<file path="config.mk">
export PLATFORM = sky130hd
export DESIGN_NAME = cpa_attach_fsm
export DESIGN_NICKNAME = d
export VERILOG_FILES = /design/src/cpa_attach_fsm.v /design/src/cpa_timer.v
export VERILOG_INCLUDE_DIRS = /design/src
export SDC_FILE = /design/constraint.sdc
export NUM_CORES = 1
export LEC_CHECK = 0
export BUFFER_PORTS_ARGS = -buffer_cell sky130_fd_sc_hd__buf_2
export CORE_MARGIN = 3
export CORE_UTILIZATION = 55
export DETAILED_ROUTE_END_ITERATION = 12
export PLACE_DENSITY = 0.74
export RECOVER_POWER = 25
export SYNTH_ARGS = -nofsm -noshare
export SYNTH_HDL_FRONTEND = slang
export SYNTH_SLANG_ARGS = --single-unit
</file>
<file path="constraint.sdc">
create_clock -name clk -period 2.7 [get_ports clk]
set_clock_uncertainty 0.2 [all_clocks]
set_input_delay 0.135 -clock clk [delete_from_list [all_inputs] [get_ports clk]]
set_output_delay 0.135 -clock clk [all_outputs]
set_load 0.05 [all_outputs]
</file>
<file path="src/cpa_map.vh">
// offsets, fields, reset values and timing counts of the port attach block
`ifndef CPA_MAP_VH
`define CPA_MAP_VH

// ----------------------------------------------------------------
// register offsets (byte addresses)
// ----------------------------------------------------------------
`define CPA_OFS_CTRL 4'h0
`define CPA_OFS_STATUS 4'h4
`define CPA_OFS_CMD 4'h8

// ----------------------------------------------------------------
// control fields
// ----------------------------------------------------------------
`define CPA_CTRL_DRP_EN 0
`define CPA_CTRL_CC_MON 1
`define CPA_CTRL_VCONN_PWR 2
`define CPA_CTRL_CT_VPD 3
`define CPA_CTRL_PD_HIGHV 4
`define CPA_CTRL_CAPTIVE 5
`define CPA_CTRL_TRYWAIT 6
`define CPA_CTRL_ACC 7
`define CPA_CTRL_BATT_OK 8
`define CPA_CTRL_VCONN_SRC 9
`define CPA_CTRL_DIS_CC2 10
`define CPA_CTRL_W 11
`define CPA_CTRL_RESET 11'h000

// ----------------------------------------------------------------
// status and command fields
// ----------------------------------------------------------------
`define CPA_ST_VCONN 4
`define CPA_ST_VBUS 5
`define CPA_ST_CC_SEEN 6
`define CPA_ST_CT_SEEN 7
`define CPA_CMD_GO 4

// ----------------------------------------------------------------
// timing: times in microseconds, counts in clock cycles
// ----------------------------------------------------------------
`define CPA_CLK_PERIOD_NS 25
`define CPA_T_PD_DEBOUNCE_US 10
`define CPA_T_VPDCTDD_US 30
`define CPA_T_DRP_SRC_US 35000
`define CPA_PD_DEBOUNCE_CYC ((`CPA_T_PD_DEBOUNCE_US * 1000 + `CPA_CLK_PERIOD_NS - 1) / `CPA_CLK_PERIOD_NS)
`define CPA_VPDCTDD_CYC ((`CPA_T_VPDCTDD_US * 1000 + `CPA_CLK_PERIOD_NS - 1) / `CPA_CLK_PERIOD_NS)
`define CPA_DRP_SRC_CYC ((`CPA_T_DRP_SRC_US * 1000) / `CPA_CLK_PERIOD_NS)

`endif

</file>
<file path="src/cpa_attach_fsm.v">
// connection-state logic for a reversible-connector port with register access
//
// Operation
// - leave Attached.SNK when VBUS under disconnect level, PD-high threshold when above 5 V.
// - VCONN-powered device leaves only when both VBUS and VCONN are low.
// - after PD and CC seen above vRd-USB, CC may also be watched.
// - with CC watched and no swap, CC low for tPDDebounce leaves.
// - VCONN sourced in Attached.SNK is switched off on leaving it, except when going to Attached.SRC.
// - charge-through device with VCONN and open host CC for tVPDCTDD goes CTUnattached.VPD.
// - SOP' charge-through detect goes TryWait.SRC, else Unattached.SRC/Accessory, battery permitting.
// - PS_RDY during PR swap goes Attached.SRC, Rp and VBUS on, VCONN kept.
// - UnattachedWait.SRC keeps VBUS and VCONN off and finishes VCONN turn-off.
// - UnattachedWait.SRC keeps Rp on one pin, Rdch and no Rp on discharged pin.
// - leave UnattachedWait.SRC once VCONN off and discharged pin below threshold.
// - Unattached.SRC drives no supplies, separate Rp per pin, captive one Rp.
// - charge-through device isolates host side and runs from charge-through VBUS.
// - charge-through device shows host Rp, keeps Rd on both charge-through pins.
// - Rd on either pin or Ra on both pins enters AttachWait.SRC.
// - attach seen within the toggle-dependent connect bounds.
// - Ra on one pin with Open on the other is no attach.
// - charge-through device attaches on host Rd with host VBUS at vSafe0V.
// - dual-role port leaves for Unattached.SNK after its source share, or when directed.
// - charge-through device leaves after source share or on charge-through VBUS loss.
//
// Decided for this implementation: the Avalon-MM slave port and the address map.
`timescale 1ns/10ps
`default_nettype none
`include "cpa_map.vh"

module cpa_attach_fsm #(
  parameter [31:0] PD_DEBOUNCE_CYC = `CPA_PD_DEBOUNCE_CYC,
  parameter [31:0] VPDCTDD_CYC = `CPA_VPDCTDD_CYC,
  parameter [31:0] DRP_SRC_CYC = `CPA_DRP_SRC_CYC
) (
  input wire clk,
  input wire rst,
  input wire [3:0] avs_address,
  input wire avs_read,
  input wire avs_write,
  input wire [31:0] avs_writedata,
  output wire [31:0] avs_readdata,
  output wire avs_waitrequest,
  input wire cc1_rd,
  input wire cc1_ra,
  input wire cc2_rd,
  input wire cc2_ra,
  input wire cc_above_rdusb,
  input wire cc_dis_low,
  input wire vbus_low,
  input wire vbus_low_pd,
  input wire vconn_low,
  input wire vbus_safe0v,
  input wire ct_vbus_present,
  input wire host_cc_rd,
  input wire host_cc_open,
  input wire pd_active,
  input wire pr_swap_active,
  input wire fr_swap_active,
  input wire ps_rdy,
  input wire sop_ct_vpd,
  output wire rp_cc1,
  output wire rp_cc2,
  output wire rd_cc1,
  output wire rd_cc2,
  output wire rdch_cc1,
  output wire rdch_cc2,
  output wire vbus_en,
  output wire vconn_en,
  output wire host_rp,
  output wire host_rd,
  output wire ct_rd,
  output wire ct_isolate,
  output wire [3:0] state_out
);

  // ----------------------------------------------------------------
  // states
  // ----------------------------------------------------------------
  localparam [3:0] S_UNATT_SNK = 4'h0;
  localparam [3:0] S_ATT_SNK = 4'h1;
  localparam [3:0] S_UNATT_WAIT_SRC = 4'h2;
  localparam [3:0] S_UNATT_SRC = 4'h3;
  localparam [3:0] S_ATTWAIT_SRC = 4'h4;
  localparam [3:0] S_ATT_SRC = 4'h5;
  localparam [3:0] S_CT_UNATT_VPD = 4'h6;
  localparam [3:0] S_TRYWAIT_SRC = 4'h7;
  localparam [3:0] S_UNATT_ACC = 4'h8;
  localparam integer NSYNC = 13;

  // ----------------------------------------------------------------
  // pin synchronisers
  // ----------------------------------------------------------------
  wire [NSYNC-1:0] pin_raw;
  reg [NSYNC-1:0] sync1_reg;
  reg [NSYNC-1:0] sync2_reg;
  assign pin_raw = {cc1_rd, cc1_ra, cc2_rd, cc2_ra, cc_above_rdusb, cc_dis_low, vbus_low,
                    vbus_low_pd, vconn_low, vbus_safe0v, ct_vbus_present, host_cc_rd,
                    host_cc_open};

  genvar gi;
  generate
    for (gi = 0; gi < NSYNC; gi = gi + 1)
    begin : g_sync
      always @(posedge clk)
      begin
        if (rst)
        begin
          sync1_reg[gi] <= 1'b0;
          sync2_reg[gi] <= 1'b0;
        end
        else
        begin
          sync1_reg[gi] <= pin_raw[gi];
          sync2_reg[gi] <= sync1_reg[gi];
        end
      end
    end
  endgenerate

  wire s_cc1_rd = sync2_reg[12];
  wire s_cc1_ra = sync2_reg[11];
  wire s_cc2_rd = sync2_reg[10];
  wire s_cc2_ra = sync2_reg[9];
  wire s_cc_high = sync2_reg[8];
  wire s_cc_dis_low = sync2_reg[7];
  wire s_vbus_low = sync2_reg[6];
  wire s_vbus_low_pd = sync2_reg[5];
  wire s_vconn_low = sync2_reg[4];
  wire s_vbus_safe0v = sync2_reg[3];
  wire s_ct_vbus = sync2_reg[2];
  wire s_host_rd = sync2_reg[1];
  wire s_host_open = sync2_reg[0];

  // ----------------------------------------------------------------
  // registers and state
  // ----------------------------------------------------------------
  reg [3:0] state_reg;
  reg [3:0] state_next;
  reg [`CPA_CTRL_W-1:0] ctrl_reg;
  reg cc_seen_reg;
  reg ct_seen_reg;
  reg [31:0] rdata_reg;
  reg waitreq_reg;
  reg rp1_reg, rp2_reg, rd1_reg, rd2_reg, rdch1_reg, rdch2_reg;
  reg vbus_reg, vconn_reg, host_rp_reg, host_rd_reg, ct_rd_reg, iso_reg;
  reg rp1_next, rp2_next, rd1_next, rd2_next, rdch1_next, rdch2_next;
  reg vbus_next, vconn_next, host_rp_next, host_rd_next, ct_rd_next, iso_next;

  wire c_drp = ctrl_reg[`CPA_CTRL_DRP_EN];
  wire c_mon = ctrl_reg[`CPA_CTRL_CC_MON];
  wire c_vpwr = ctrl_reg[`CPA_CTRL_VCONN_PWR];
  wire c_ct = ctrl_reg[`CPA_CTRL_CT_VPD];
  wire c_hiv = ctrl_reg[`CPA_CTRL_PD_HIGHV];
  wire c_captive = ctrl_reg[`CPA_CTRL_CAPTIVE];
  wire c_trywait = ctrl_reg[`CPA_CTRL_TRYWAIT];
  wire c_acc = ctrl_reg[`CPA_CTRL_ACC];
  wire c_batt = ctrl_reg[`CPA_CTRL_BATT_OK];
  wire c_vsrc = ctrl_reg[`CPA_CTRL_VCONN_SRC];
  wire c_dis2 = ctrl_reg[`CPA_CTRL_DIS_CC2];

  wire bus_write = avs_write && !waitreq_reg;
  wire cmd_go = bus_write && (avs_address == `CPA_OFS_CMD) && avs_writedata[`CPA_CMD_GO];
  wire swap = pr_swap_active || fr_swap_active;
  wire mon_active = c_mon && cc_seen_reg;
  wire vbus_gone = c_hiv ? s_vbus_low_pd : s_vbus_low;

  // ----------------------------------------------------------------
  // timers
  // ----------------------------------------------------------------
  wire [2:0] tmr_run;
  wire [2:0] tmr_done;
  assign tmr_run[0] = (state_reg == S_ATT_SNK) && mon_active && !s_cc_high;
  assign tmr_run[1] = (state_reg == S_ATT_SNK) && c_ct && s_host_open;
  assign tmr_run[2] = (state_reg == S_UNATT_SRC);

  generate
    for (gi = 0; gi < 3; gi = gi + 1)
    begin : g_tmr
      cpa_timer #(
        .LIMIT(gi == 0 ? PD_DEBOUNCE_CYC : (gi == 1 ? VPDCTDD_CYC : DRP_SRC_CYC))
      ) u_tmr (
        .clk(clk),
        .rst(rst),
        .run(tmr_run[gi]),
        .done(tmr_done[gi])
      );
    end
  endgenerate

  // ----------------------------------------------------------------
  // next state
  // ----------------------------------------------------------------
  always @*
  begin
    state_next = state_reg;
    case (state_reg)
      S_ATT_SNK:
      begin
        if (pr_swap_active && ps_rdy)
          state_next = S_ATT_SRC;
        else if (c_ct && !s_vconn_low && tmr_done[1])
          state_next = S_CT_UNATT_VPD;
        else if (ct_seen_reg && c_batt)
          state_next = c_trywait ? S_TRYWAIT_SRC : (c_acc ? S_UNATT_ACC : S_UNATT_SRC);
        else if (c_vpwr)
        begin
          if (s_vbus_low && s_vconn_low)
            state_next = S_UNATT_SNK;
        end
        else if (!swap && vbus_gone)
          state_next = S_UNATT_SNK;
        else if (!swap && tmr_done[0])
          state_next = S_UNATT_SNK;
      end
      S_UNATT_WAIT_SRC:
      begin
        if (!vconn_reg && s_vconn_low && s_cc_dis_low)
          state_next = S_UNATT_SRC;
      end
      S_UNATT_SRC:
      begin
        if (c_ct)
        begin
          if (s_host_rd && s_vbus_safe0v)
            state_next = S_ATTWAIT_SRC;
          else if (!s_ct_vbus || tmr_done[2])
            state_next = S_UNATT_SNK;
        end
        else if (s_cc1_rd || s_cc2_rd || (s_cc1_ra && s_cc2_ra))
          state_next = S_ATTWAIT_SRC;
        else if (c_drp && tmr_done[2])
          state_next = S_UNATT_SNK;
      end
      default:
        state_next = state_reg;
    endcase
    if (cmd_go)
      state_next = avs_writedata[3:0];
  end

  // ----------------------------------------------------------------
  // terminations and supply enables for the coming state
  // ----------------------------------------------------------------
  always @*
  begin
    rp1_next = 1'b0;
    rp2_next = 1'b0;
    rd1_next = 1'b0;
    rd2_next = 1'b0;
    rdch1_next = 1'b0;
    rdch2_next = 1'b0;
    vbus_next = 1'b0;
    vconn_next = 1'b0;
    host_rp_next = 1'b0;
    host_rd_next = 1'b0;
    ct_rd_next = 1'b0;
    iso_next = c_ct;
    case (state_next)
      S_ATT_SNK:
      begin
        rd1_next = 1'b1;
        rd2_next = 1'b1;
        host_rd_next = c_ct;
        vconn_next = c_vsrc;
      end
      S_ATT_SRC:
      begin
        rp1_next = 1'b1;
        rp2_next = !c_captive;
        vbus_next = 1'b1;
        vconn_next = c_vsrc;
        host_rp_next = c_ct;
        ct_rd_next = c_ct;
        iso_next = 1'b0;
      end
      S_UNATT_WAIT_SRC:
      begin
        rp1_next = c_dis2;
        rp2_next = !c_dis2;
        rdch1_next = !c_dis2;
        rdch2_next = c_dis2;
      end
      S_UNATT_SRC, S_ATTWAIT_SRC, S_TRYWAIT_SRC:
      begin
        rp1_next = 1'b1;
        rp2_next = !c_captive;
        host_rp_next = c_ct;
        ct_rd_next = c_ct;
        iso_next = c_ct;
      end
      S_UNATT_SNK, S_CT_UNATT_VPD, S_UNATT_ACC:
      begin
        rd1_next = 1'b1;
        rd2_next = 1'b1;
        host_rd_next = c_ct;
      end
      default:
      begin
        rd1_next = 1'b1;
        rd2_next = 1'b1;
      end
    endcase
  end

  // ----------------------------------------------------------------
  // state, flags and outputs
  // ----------------------------------------------------------------
  always @(posedge clk)
  begin
    if (rst)
    begin
      state_reg <= S_UNATT_SNK;
      cc_seen_reg <= 1'b0;
      ct_seen_reg <= 1'b0;
      rp1_reg <= 1'b0;
      rp2_reg <= 1'b0;
      rd1_reg <= 1'b1;
      rd2_reg <= 1'b1;
      rdch1_reg <= 1'b0;
      rdch2_reg <= 1'b0;
      vbus_reg <= 1'b0;
      vconn_reg <= 1'b0;
      host_rp_reg <= 1'b0;
      host_rd_reg <= 1'b0;
      ct_rd_reg <= 1'b0;
      iso_reg <= 1'b0;
    end
    else
    begin
      state_reg <= state_next;
      if (state_next != S_ATT_SNK)
        cc_seen_reg <= 1'b0;
      else if (pd_active && s_cc_high)
        cc_seen_reg <= 1'b1;
      if (state_next != S_ATT_SNK)
        ct_seen_reg <= 1'b0;
      else if (sop_ct_vpd)
        ct_seen_reg <= 1'b1;
      rp1_reg <= rp1_next;
      rp2_reg <= rp2_next;
      rd1_reg <= rd1_next;
      rd2_reg <= rd2_next;
      rdch1_reg <= rdch1_next;
      rdch2_reg <= rdch2_next;
      vbus_reg <= vbus_next;
      vconn_reg <= vconn_next;
      host_rp_reg <= host_rp_next;
      host_rd_reg <= host_rd_next;
      ct_rd_reg <= ct_rd_next;
      iso_reg <= iso_next;
    end
  end

  // ----------------------------------------------------------------
  // avalon slave
  // ----------------------------------------------------------------
  always @(posedge clk)
  begin
    if (rst)
    begin
      waitreq_reg <= 1'b1;
      rdata_reg <= 32'h0000_0000;
      ctrl_reg <= `CPA_CTRL_RESET;
    end
    else
    begin
      if (!waitreq_reg)
        waitreq_reg <= 1'b1;
      else if (avs_read || avs_write)
        waitreq_reg <= 1'b0;
      if (bus_write && (avs_address == `CPA_OFS_CTRL))
        ctrl_reg <= avs_writedata[`CPA_CTRL_W-1:0];
      if (avs_read && waitreq_reg)
      begin
        case (avs_address)
          `CPA_OFS_CTRL:
            rdata_reg <= {21'h00_0000, ctrl_reg};
          `CPA_OFS_STATUS:
            rdata_reg <= {24'h00_0000, ct_seen_reg, cc_seen_reg, vbus_reg, vconn_reg,
                          state_reg};
          default:
            rdata_reg <= 32'h0000_0000;
        endcase
      end
    end
  end

  assign avs_readdata = rdata_reg;
  assign avs_waitrequest = waitreq_reg;
  assign rp_cc1 = rp1_reg;
  assign rp_cc2 = rp2_reg;
  assign rd_cc1 = rd1_reg;
  assign rd_cc2 = rd2_reg;
  assign rdch_cc1 = rdch1_reg;
  assign rdch_cc2 = rdch2_reg;
  assign vbus_en = vbus_reg;
  assign vconn_en = vconn_reg;
  assign host_rp = host_rp_reg;
  assign host_rd = host_rd_reg;
  assign ct_rd = ct_rd_reg;
  assign ct_isolate = iso_reg;
  assign state_out = state_reg;

endmodule // cpa_attach_fsm

`default_nettype wire

</file>
<file path="src/cpa_timer.v">
// elapsed-time counter that reports done after a fixed run length
`timescale 1ns/10ps
`default_nettype none

module cpa_timer #(
  parameter [31:0] LIMIT = 32'h0000_0001
) (
  input wire clk,
  input wire rst,
  input wire run,
  output wire done
);

  reg [31:0] count_reg;

  // ----------------------------------------------------------------
  // count while run holds, restart when it drops
  // ----------------------------------------------------------------
  always @(posedge clk)
  begin
    if (rst || !run)
      count_reg <= 32'h0000_0000;
    else if (count_reg != LIMIT)
      count_reg <= count_reg + 32'h0000_0001;
  end

  assign done = run && (count_reg == LIMIT);

endmodule // cpa_timer

`default_nettype wire

</file>
==> results.txt, run 1 <==
busiest layer in global routing: met2
final hold vios: 0
Pwr Total: 5.11 mW
clock-pin slew of the registers on the worst-case setup and hold paths: 0.06 ns
Top delay family on crit path: buffers and inverters
met3 Usage GRT: 4.99%
initial antenna violation count: 0
WP data arrival: 2.68 ns
ys flop type: dfxtp_1
crit path cell chain: buf_2 > or3_1 > nor2_1 > nand3b_1 > mux2i_1 > dlygate4sd3_1 > nor2_1 > dlygate4sd3_1
Place WS: 0.0566 ns
critical path type: in2reg
Core Box Area: 0.0123 sq mm
DR vias/cell: 5.41
largest net degree at the start of global routing: 33
WL per Instance: 14.8 microns
Largest register FFs: 96
Peak Freq: 0.389 GHz
Setup crit end kind: flop
synth warn: 0
final worst setup slack: 0.129 ns
Final Net Count: 977
Distinct cells, synth: 62
DRC: 0
Mean Syn Cell Area: 8.87 sq um
total setup buffers inserted after CTS: 0
grt met2 use: 40.4%
GRT Total Usage: 23.1%
Tcrit/Tclk final: 95.2%
Max-slew headroom: 23.1%
CTS H-tree lvls: 4
HP Class: in2reg
Post-DRT Antenna Nets: 0
total iterations of the first detailed-routing run: 4
Slew Limit Fails: 0
Die Wd: 119 microns
Net Sw Frac: 22.3%
diode count: 0
Routed WL: 16,200 microns
vias in the first global route: 5,836
via count: 5,914
Seq. cell area: 0.00322 sq mm
Congestion Overflow GR: 0
WP buf/inv: 3
# IOs: 107
number of synthesized flops with an enable pin: 0
maximum buffer depth of the clock tree: 2
Reg2Reg Depth: 7
Cell Pwr Density: 595 mW/mm^2
Filler cells: 953
Async SR Flop Fraction: 0%
Comb pwr share: 4.1%
Seq cells post-synth: 161
area growth from synthesis to layout: 21.4%
Multi-input gate area: 0.00362 sq mm
min cycle time layout: 2.57 ns
Least-Margin Pin Slew: 1.15 ns
Peak supply drop: 0.000446 V
CP max FO: 9
Sw Pwr: 1.14 mW
Iter 0 DRT Violations: 489
Leakage: 3.09 nW
CTS tree: yes
outcome: completed
GP Congestion: 0.869
grt met1 use: 27.9%
clock share of power: 48.8%
Worst path slowest cell: dlygate4sd3_1
CP required: 2.81 ns
final setup violating endpoints: 0
DP HPWL: 10,800 microns
Num CTS Buffers: 17
first-pass GRT wire length: 27,100 microns
max_cap viols: 0
share of layout cells above drive strength 1: 11.9%
# rows: 40
Syn Inst Count: 797
internal power: 3.97 mW
minimum hold slack: 0.121 ns
die height: 119 microns
unrepaired setup endpoints after global routing: true
Clock Latency Late Sink: 0.43 ns
post-synthesis sequential area ratio: 45.6%
initial core utilization: 57.4%
input/output buffers: 64
Worst Setup Start Kind: input pin
Crit path depth: 8
DIE AREA: 0.0143 sq mm
clock sinks: 161
Worst Hold Depth: 4
delay of the slowest critical-path stage: 0.60 ns
CTS root buffer: clkbuf_16
Synth Cell Area: 0.00707 sq mm
sequential share of power: 47.1%
==> placed cells by master, fill, tap and decap left out, drive strengths merged, types with 2 or more instances in the layout <==
master and n:
bufinv 3, nand4b 2, ha 6, nor3 21
nor2 131, xnor2 30, nor4b 12, o221ai 2
and4b 2, o21ai 19, nand4 27, a21boi 2
or2 4, nor4 15, o211ai 4, xor2 48
or4 2, buf 56, clkbuf 47, clkinv 6
and4 11, dfxtp 161, mux2i 23, nand3 40
dlygate4sd3 41, nand2 40, and3 14, inv 23
and2 7, or3 19, nand2b 2, conb 21
o22ai 2, a21oi 32, a311oi 2, nor3b 3
nor2b 29
==> synth_stat cells (2+ instances only) <==
cell type	n	share of area, %
and4b_1	2	0.28
nor2_1	131	7.0
or2_2	4	0.35
nand2b_1	2	0.18
nand2_1	40	2.1
nand4_1	27	2.4
clkbuf_1	19	1.0
o21ai_0	17	1.2
nand3_1	39	2.8
nor4_1	15	1.3
nand4b_1	2	0.25
inv_1	19	1.0
o221ai_1	2	0.25
and2_1	6	0.53
xor2_1	48	5.9
o211ai_1	3	0.32
a21oi_1	32	2.3
and3_2	2	0.21
nor3_1	20	1.4
nor2b_1	29	2.6
nor4b_1	11	1.4
nor3b_1	3	0.32
xnor2_1	30	3.7
buf_1	3	0.16
ha_1	6	1.1
a311oi_1	2	0.25
or3_1	19	1.7
dfxtp_1	161	46
or4_1	2	0.21
a21boi_0	2	0.21
clkbuf_8	2	0.39
o21ai_1	2	0.14
and3_1	12	1.1
and4_1	11	1.4
mux2i_1	23	3.3
buf_4	23	2.4
==> worst paths after layout <==
path / startpoint / end / slack (ns)
max: avs_address[1] / ctrl_reg[10] / 0.13
min: avs_address[2] / avs_readdata[9] / 0.12
max reg2reg: g_tmr[1].u_tmr.count_reg[17] / rd_cc2 / 0.15
min reg2reg: sync1_reg[7] / s_cc_dis_low / 0.24
==> worst register-to-register path, delay by kind of cell (launching register included) <==
kind | cells | cell delay [ns]
AND/OR/NAND/NOR | 6 | 1.57
flip-flops | 1 | 0.34
AO/OA/AOI/OAI | 1 | 0.33
==> cells by family (layout without fill, tap and decap cells) <==
kind of cell             after synthesis  count (layout)  share of synthesized area, %
XOR/XNOR                              78              78                          9.66
AO/OA/AOI/OAI                         76              76                          6.76
flip-flops                           161             161                          45.6
other                                  1              21                        0.0530
AND/OR/NAND/NOR                      385             385                          28.6
buffers and inverters                 67             176                          5.08
adder cells (fa/ha/maj)                6               6                          1.06
multiplexers                          23              23                          3.26
==> power by group through the flow <==
stage | registers, mW | clock network, mW | logic [mW]
global placement | 2.46 | 0 | 0.164
floorplan | 2.46 | 0 | 0.142
CTS | 2.41 | 2.52 | 0.202
detailed placement | 2.46 | 0 | 0.166
global route | 2.41 | 2.62 | 0.221
finish | 2.41 | 2.49 | 0.208
==> through the flow <==
stage,util (%),cell area (sq um),cells,TNS (ns)
2_1_floorplan,-,7150,817,0
3_3_place_gp,61.3,7540,1021,0
3_5_place_dp,61.3,7540,1021,0
4_1_cts,69.6,8570,1094,0
5_1_grt,69.8,8590,1094,-0.0276
6_report,69.8,8590,1094,0
==> what timing repair did <==
action,4_1_cts,5_1_grt
gates resized for setup,0,9
hold buffers,41,0
endpoints found under the setup margin,0,14
endpoints found under the hold margin,42,0
==> metal layers <==
layer,up-vias,share of wire (%)
li1,2965,-
met1,2796,44
met2,121,51
met3,32,3.6
met4,0,2.2
met5,-,0
==> final cells by class <==
| class | count | area share [%] |
|---|---|---|
| Clock buffer | 19 | 5.16 |
| Clock inverter | 13 | 2.05 |
| Inverter | 19 | 0.830 |
| Multi-Input combinational cell | 589 | 42.1 |
| Sequential cell | 161 | 37.5 |
| Tap cell | 168 | 2.45 |
| Timing Repair Buffer | 125 | 9.82 |
(Power assumes the default switching activity.)
==> run 2, diff against run 1 <==
--- a/config.mk
+++ b/config.mk
@@ -14,4 +14,5 @@
 export RECOVER_POWER = 25
 export SYNTH_ARGS = -nofsm -noshare
 export SYNTH_HDL_FRONTEND = slang
+export SYNTH_HIERARCHICAL = 1
 export SYNTH_SLANG_ARGS = --single-unit
==> constraint.sdc (replaced) <==
create_clock -name clk -period 2.9 [get_ports clk]
set_clock_uncertainty 0.2 [all_clocks]
set_input_delay 0.145 -clock clk [delete_from_list [all_inputs] [get_ports clk]]
set_output_delay 0.145 -clock clk [all_outputs]
set_load 0.05 [all_outputs]
==> results.txt, run 2 <==
outcome: complete, but fails checks
failing checks: max-capacitance violations, max-slew violations, negative setup slack
CTS tree: yes
busiest layer in global routing: met2
DP HPWL: 12,300 microns
HP Class: in2reg
Max-slew headroom: -22.8%
clock sinks: 161
max_cap viols: 1
Final Net Count: 1,066
vias in the first global route: 6,625
Yosys top cell area share: 44.2%
CTS root buffer: clkbuf_16
most common cell in the netlist: dfxtp_1
Area contributors post-synth: dfxtp_1, nor2_1, xor2_1
GP Congestion: 0.948
Placed Cells: 1,115
unrepaired setup endpoints after global routing: true
input/output buffers: 64
WL per Instance: 15.8 microns
area growth from synthesis to layout: 27.8%
Leakage: 3.47 nW
grt met1 use: 30.4%
DR vias/cell: 5.54
initial antenna violation count: 1
synth cell count leaders: dfxtp_1, nor2_1, xor2_1
Largest register FFs: 96
Synth Cell Area: 0.00730 sq mm
final hold vios: 0
CP max FO: 3
share of layout cells above drive strength 1: 22.1%
DRC: 0
Worst Hold Depth: 5
Least-Margin Pin Slew: 1.84 ns
Post-DRT Antenna Nets: 0
Synth area leader: dfxtp_1
met3 Usage GRT: 5.83%
Async SR Flop Fraction: 0%
die height: 121 microns
Iter 0 DRT Violations: 465
Clock Latency Late Sink: 0.42 ns
Worst Setup Start Kind: flop
min cycle time layout: 3.20 ns
largest net degree at the start of global routing: 46
dpl cell area: 0.00830 sq mm
Routed WL: 18,700 microns
Seq. cell area: 0.00323 sq mm
total iterations of the first detailed-routing run: 6
grt met2 use: 46.1%
Num CTS Buffers: 17
fin cells: 1,188
final setup violating endpoints: 14
Place WS: -0.281 ns
Pwr Total: 4.67 mW
number of synthesized flops with an enable pin: 0
CTS H-tree lvls: 4
setup TNS: -2.89 ns
Slew Limit Fails: 46
WP data arrival: 3.33 ns
post-synthesis sequential area ratio: 44.2%
Peak Freq: 0.312 GHz
commonest non-fill, non-tap cell in the layout: dfxtp_1
Peak supply drop: 0.000381 V
DIE AREA: 0.0147 sq mm
via count: 6,584
Final Instance Area: 0.00932 sq mm
Core Box Area: 0.0128 sq mm
# IOs: 107
# rows: 41
Setup crit end kind: flop
Die Wd: 121 microns
initial core utilization: 57.1%
Multi-input gate area: 0.00390 sq mm
Reg2Reg Depth: 10
first-pass GRT wire length: 31,000 microns
ys flop type: dfxtp_1
Syn Inst Count: 822
Cell Pwr Density: 501 mW/mm^2
maximum buffer depth of the clock tree: 2
CP required: 3.03 ns
Seq cells post-synth: 161
Filler cells: 924
Mean Syn Cell Area: 8.88 sq um
synth warn: 6
GRT Total Usage: 25.9%
final worst setup slack: -0.300 ns
Tcrit/Tclk final: 110%
Distinct cells, synth: 69
most frequent cells in the layout: dfxtp_1, nor2_1, buf_4
clock-pin slew of the registers on the worst-case setup and hold paths: 0.06 ns
Congestion Overflow GR: 0
critical path type: reg2reg
## run 2: cell count changes after synthesis, moves of 4 or more
cell,delta
or3_1,-9
or4_1,+5
nand2_1,+11
a21oi_1,-4
nand3_1,+13
nor2_1,-6
o21ai_0,-12
nand4_1,+7
and4_1,-8
xor2_1,+5
xnor2_1,-5
## run 2: repair_timing
action,4_1_cts,5_1_grt
resized for setup,11,10
setup buffers,5,2
setup endpoints to repair,14,16
pin swaps,9,5
gates cloned,1,0
hold buffers,32,0
endpoints found under the hold margin,36,0
## run 2: where the power goes
part           switching, mW  leakage (nW)  internal [mW]  total, mW
registers             0.0111          1.30           2.23       2.24
logic                  0.144          1.88         0.0799      0.224
clock network          0.875         0.286           1.33       2.20
total                   1.03          3.47           3.64       4.67
## run 2: metal layers
metal	share of wire (%)	wire length, microns
met2	52	9700
met4	2.3	434
met3	4.9	909
met1	41	7670
met5	0	0
## run 2: logic make-up after synthesis
family,synth area share (%)
AOI/OAI and AO/OA,5.25
adders and majority gates,1.03
other,0.0514
and+or+nand+nor,31.8
muxes,3.31
buffers and inverters,5.07
xor gates and xnor gates,9.36
DFF,44.2
## run 2: worst max-delay path: stages (launching register included)
cell and delay, ns:
dfxtp_2 0.32, or4_4 0.51, or4_4 0.43, nor4_4 0.16, and2_4 0.18, nand3b_1 0.13
nor3b_2 0.20, a311oi_2 0.31, o21ai_2 0.11, or4_4 0.48, o311ai_2 0.08
## run 2: area by class of cell
type	count	share of cell area, %
inverters	20	0.805
repair buffers	190	14.2
well taps	172	2.31
clock buffers	22	5.09
clock inverters	10	1.17
multi-input cells	612	41.8
flip-flops and latches	161	34.6
diodes	1	0.0268
## run 2: worst paths after layout
check                                from  slack (ns)              end
max          g_tmr[1].u_tmr/count_reg[27]       -0.30           rp_cc2
min                        avs_address[2]        0.19  avs_readdata[4]
max reg2reg  g_tmr[1].u_tmr/count_reg[27]       -0.30           rp_cc2
min reg2reg                  sync1_reg[0]        0.24      s_host_open
## run 2: stage by stage
stage	hold slack, ns	utilization (%)
floorplan	0.0609	-
global placement	0.155	65.0
detailed placement	0.159	65.0
CTS	0.167	72.7
global route	0.217	73.0
finish	0.192	73.0
==> run 3, diff against run 2 <==
--- a/config.mk
+++ b/config.mk
@@ -6,11 +6,12 @@
 export SDC_FILE = /design/constraint.sdc
 export NUM_CORES = 1
 export LEC_CHECK = 0
+export ABC_AREA = 1
 export BUFFER_PORTS_ARGS = -buffer_cell sky130_fd_sc_hd__buf_2
 export CORE_MARGIN = 3
 export CORE_UTILIZATION = 55
 export DETAILED_ROUTE_END_ITERATION = 12
-export PLACE_DENSITY = 0.74
+export PLACE_DENSITY = 0.73
 export RECOVER_POWER = 25
 export SYNTH_ARGS = -nofsm -noshare
 export SYNTH_HDL_FRONTEND = slang
==> results.txt, run 3 <==
Least-Margin Pin Slew: 0.643 ns
most frequent cells in the layout: nand2_1, nor2_1, inv_1
Die Wd: 134 microns
CP max FO: 5
CTS H-tree lvls: 4
outcome: completed
GP Congestion: 0.925
first-pass GRT wire length: 37,500 microns
WP data arrival: 2.68 ns
Multi-input gate area: 0.00491 sq mm
Filler cells: 1,508
Synth Cell Area: 0.00903 sq mm
share of layout cells above drive strength 1: 11.5%
Final Net Count: 1,612
initial core utilization: 56.5%
initial antenna violation count: 0
number of synthesized flops with an enable pin: 0
r2r setup slk: 0.35 ns
Placed Cells: 1,715
total iterations of the first detailed-routing run: 6
commonest non-fill, non-tap cell in the layout: nand2_1
Routed WL: 22,600 microns
minimum hold slack: 0.0283 ns
via count: 8,853
Tcrit/Tclk final: 87.9%
R2R Path Start: state_out[2]
Clock Latency Late Sink: 0.42 ns
Critical Path End: rd_cc2
Peak Freq: 0.392 GHz
DR vias/cell: 4.98
most common cell in the netlist: nand2_1
Seq cells post-synth: 161
Largest register FFs: 96
Num CTS Buffers: 17
synth cell count leaders: nand2_1, nor2_1, inv_1
clock sinks: 161
unrepaired setup endpoints after global routing: false
post-synthesis sequential area ratio: 35.7%
Core Box Area: 0.0160 sq mm
Max-slew headroom: 57.1%
final hold vios: 0
Congestion Overflow GR: 0
Peak supply drop: 0.000446 V
maximum buffer depth of the clock tree: 2
Area contributors post-synth: dfxtp_1, nand2_1, nor2_1
die height: 134 microns
HP Class: in2reg
startpoint of the worst hold path: rst
CTS root buffer: clkbuf_16
Slew Limit Fails: 0
# rows: 46
DIE AREA: 0.0180 sq mm
critical path type: reg2reg
WL per Instance: 12.7 microns
clock-pin slew of the registers on the worst-case setup and hold paths: 0.07 ns
Place WS: 0.243 ns
Pwr Total: 4.94 mW
Leakage: 4.08 nW
CP startpoint: state_out[2]
Setup crit end kind: flop
ys flop type: dfxtp_1
CTS tree: yes
vias in the first global route: 8,043
Reg2Reg Depth: 18
# IOs: 107
area growth from synthesis to layout: 15.4%
Synth area leader: dfxtp_1
Syn Inst Count: 1,442
input/output buffers: 64
Iter 0 DRT Violations: 829
GRT Total Usage: 25.4%
largest net degree at the start of global routing: 36
min cycle time layout: 2.55 ns
Seq. cell area: 0.00322 sq mm
max_cap viols: 0
Worst Setup Start Kind: flop
fin cells: 1,777
RR Endpoint: rd_cc2
Post-DRT Antenna Nets: 0
DRC: 0
CP required: 3.03 ns
Distinct cells, synth: 39
DP HPWL: 16,600 microns
synth warn: 6
Mean Syn Cell Area: 6.26 sq um
diode count: 0
setup TNS: 0 ns
final worst setup slack: 0.351 ns
Async SR Flop Fraction: 0%
Yosys top cell area share: 35.7%
Cell Pwr Density: 474 mW/mm^2
final setup violating endpoints: 0
==> run 3: changes by cell type in the layout (fill, tap and decap cells not counted), moves of 19 or more <==
cell	delta
nor2_1	+193
nor2b_1	-28
mux2i_1	-23
nand2_1	+328
buf_4	-79
nand4_1	-19
o21ai_0	+55
inv_1	+157
xor2_1	-49
nor2_4	+26
nand3_1	+27
a21oi_1	+65
xnor2_1	-25
==> run 3: kinds of logic (layout without fill, tap and decap cells) <==
| kind of cell | count (synthesis) | in the layout | synth area share [%] |
|---|---|---|---|
| xor+xnor | 4 | 4 | 0.388 |
| other cells | 1 | 21 | 0.0415 |
| simple gates | 872 | 872 | 42.5 |
| compound gates | 166 | 166 | 9.68 |
| buf+inv | 232 | 331 | 10.9 |
| flops | 161 | 161 | 35.7 |
| fa+ha+maj | 6 | 6 | 0.831 |
==> run 3: critical path, stage by stage (launching register included) <==
cell and delay [ns]:
dfxtp_1 0.35, nor2_1 0.14, nand3_1 0.19, nor4_2 0.23, inv_1 0.09, nor3_1 0.20, inv_1 0.07, nand3_1 0.08
nand2_1 0.08, nand2_1 0.09, nand2_1 0.05, nand2_1 0.05, nand3_1 0.06, nand2_1 0.18, inv_2 0.07, nor2_4 0.11
nand3_2 0.10, nand2_1 0.08, inv_1 0.04
==> run 3: worst min path at each step <==
stage / end / slack [ns] / cells after the start
6_report: sync1_reg[0] / 0.03 / 2
5_1_grt: vbus_en / 0.04 / 2
4_1_cts: sync1_reg[0] / 0.03 / 2
3_5_place_dp: sync1_reg[5] / 0.15 / 3
3_3_place_gp: sync1_reg[11] / 0.15 / 3
2_1_floorplan: state_out[3] / 0.02 / 1
==> run 3: final cells by class <==
| cell class | count | share of cell area (%) |
|---|---|---|
| Tap cell | 216 | 2.59 |
| Inverter | 193 | 6.98 |
| Clock inverter | 13 | 1.61 |
| Timing Repair Buffer | 106 | 6.55 |
| Clock buffer | 19 | 4.25 |
| Multi-Input combinational cell | 1069 | 47.1 |
| Sequential cell | 161 | 30.9 |
==> run 3: metal layers <==
metal / part of all wire [%] / wire length (microns) / track usage (%) / up-vias
met1: 47 / 10600 / 34.7 / 3881
met5: 0 / 0 / 0 / -
li1: - / - / - / 4664
met3: 5.5 / 1250 / 4.46 / 38
met2: 46 / 10400 / 41.2 / 270
met4: 1.8 / 414 / 7.86 / 0
==> run 3: timing repair <==
item	4_1_cts	5_1_grt
gates resized for setup	0	2
hold endpoints to repair	34	0
hold buffers	30	0
endpoints found under the setup margin	0	3
setup buffers	0	0
==> run 3: power breakdown <==
group          total [mW]  internal [mW]  leakage, nW  switching [mW]
clock                2.33           1.33        0.296            1.01
sequential           2.27           2.25         1.31          0.0174
combinational       0.342         0.0908         2.48           0.251
total                4.94           3.67         4.08            1.28
==> run 3: per-stage QoR <==
step	utilization, %	cell area [sq um]
global placement	59.6	9540
global route	65.2	10400
finish	65.2	10400
floorplan	-	9110
detailed placement	59.6	9540
CTS	65.3	10400
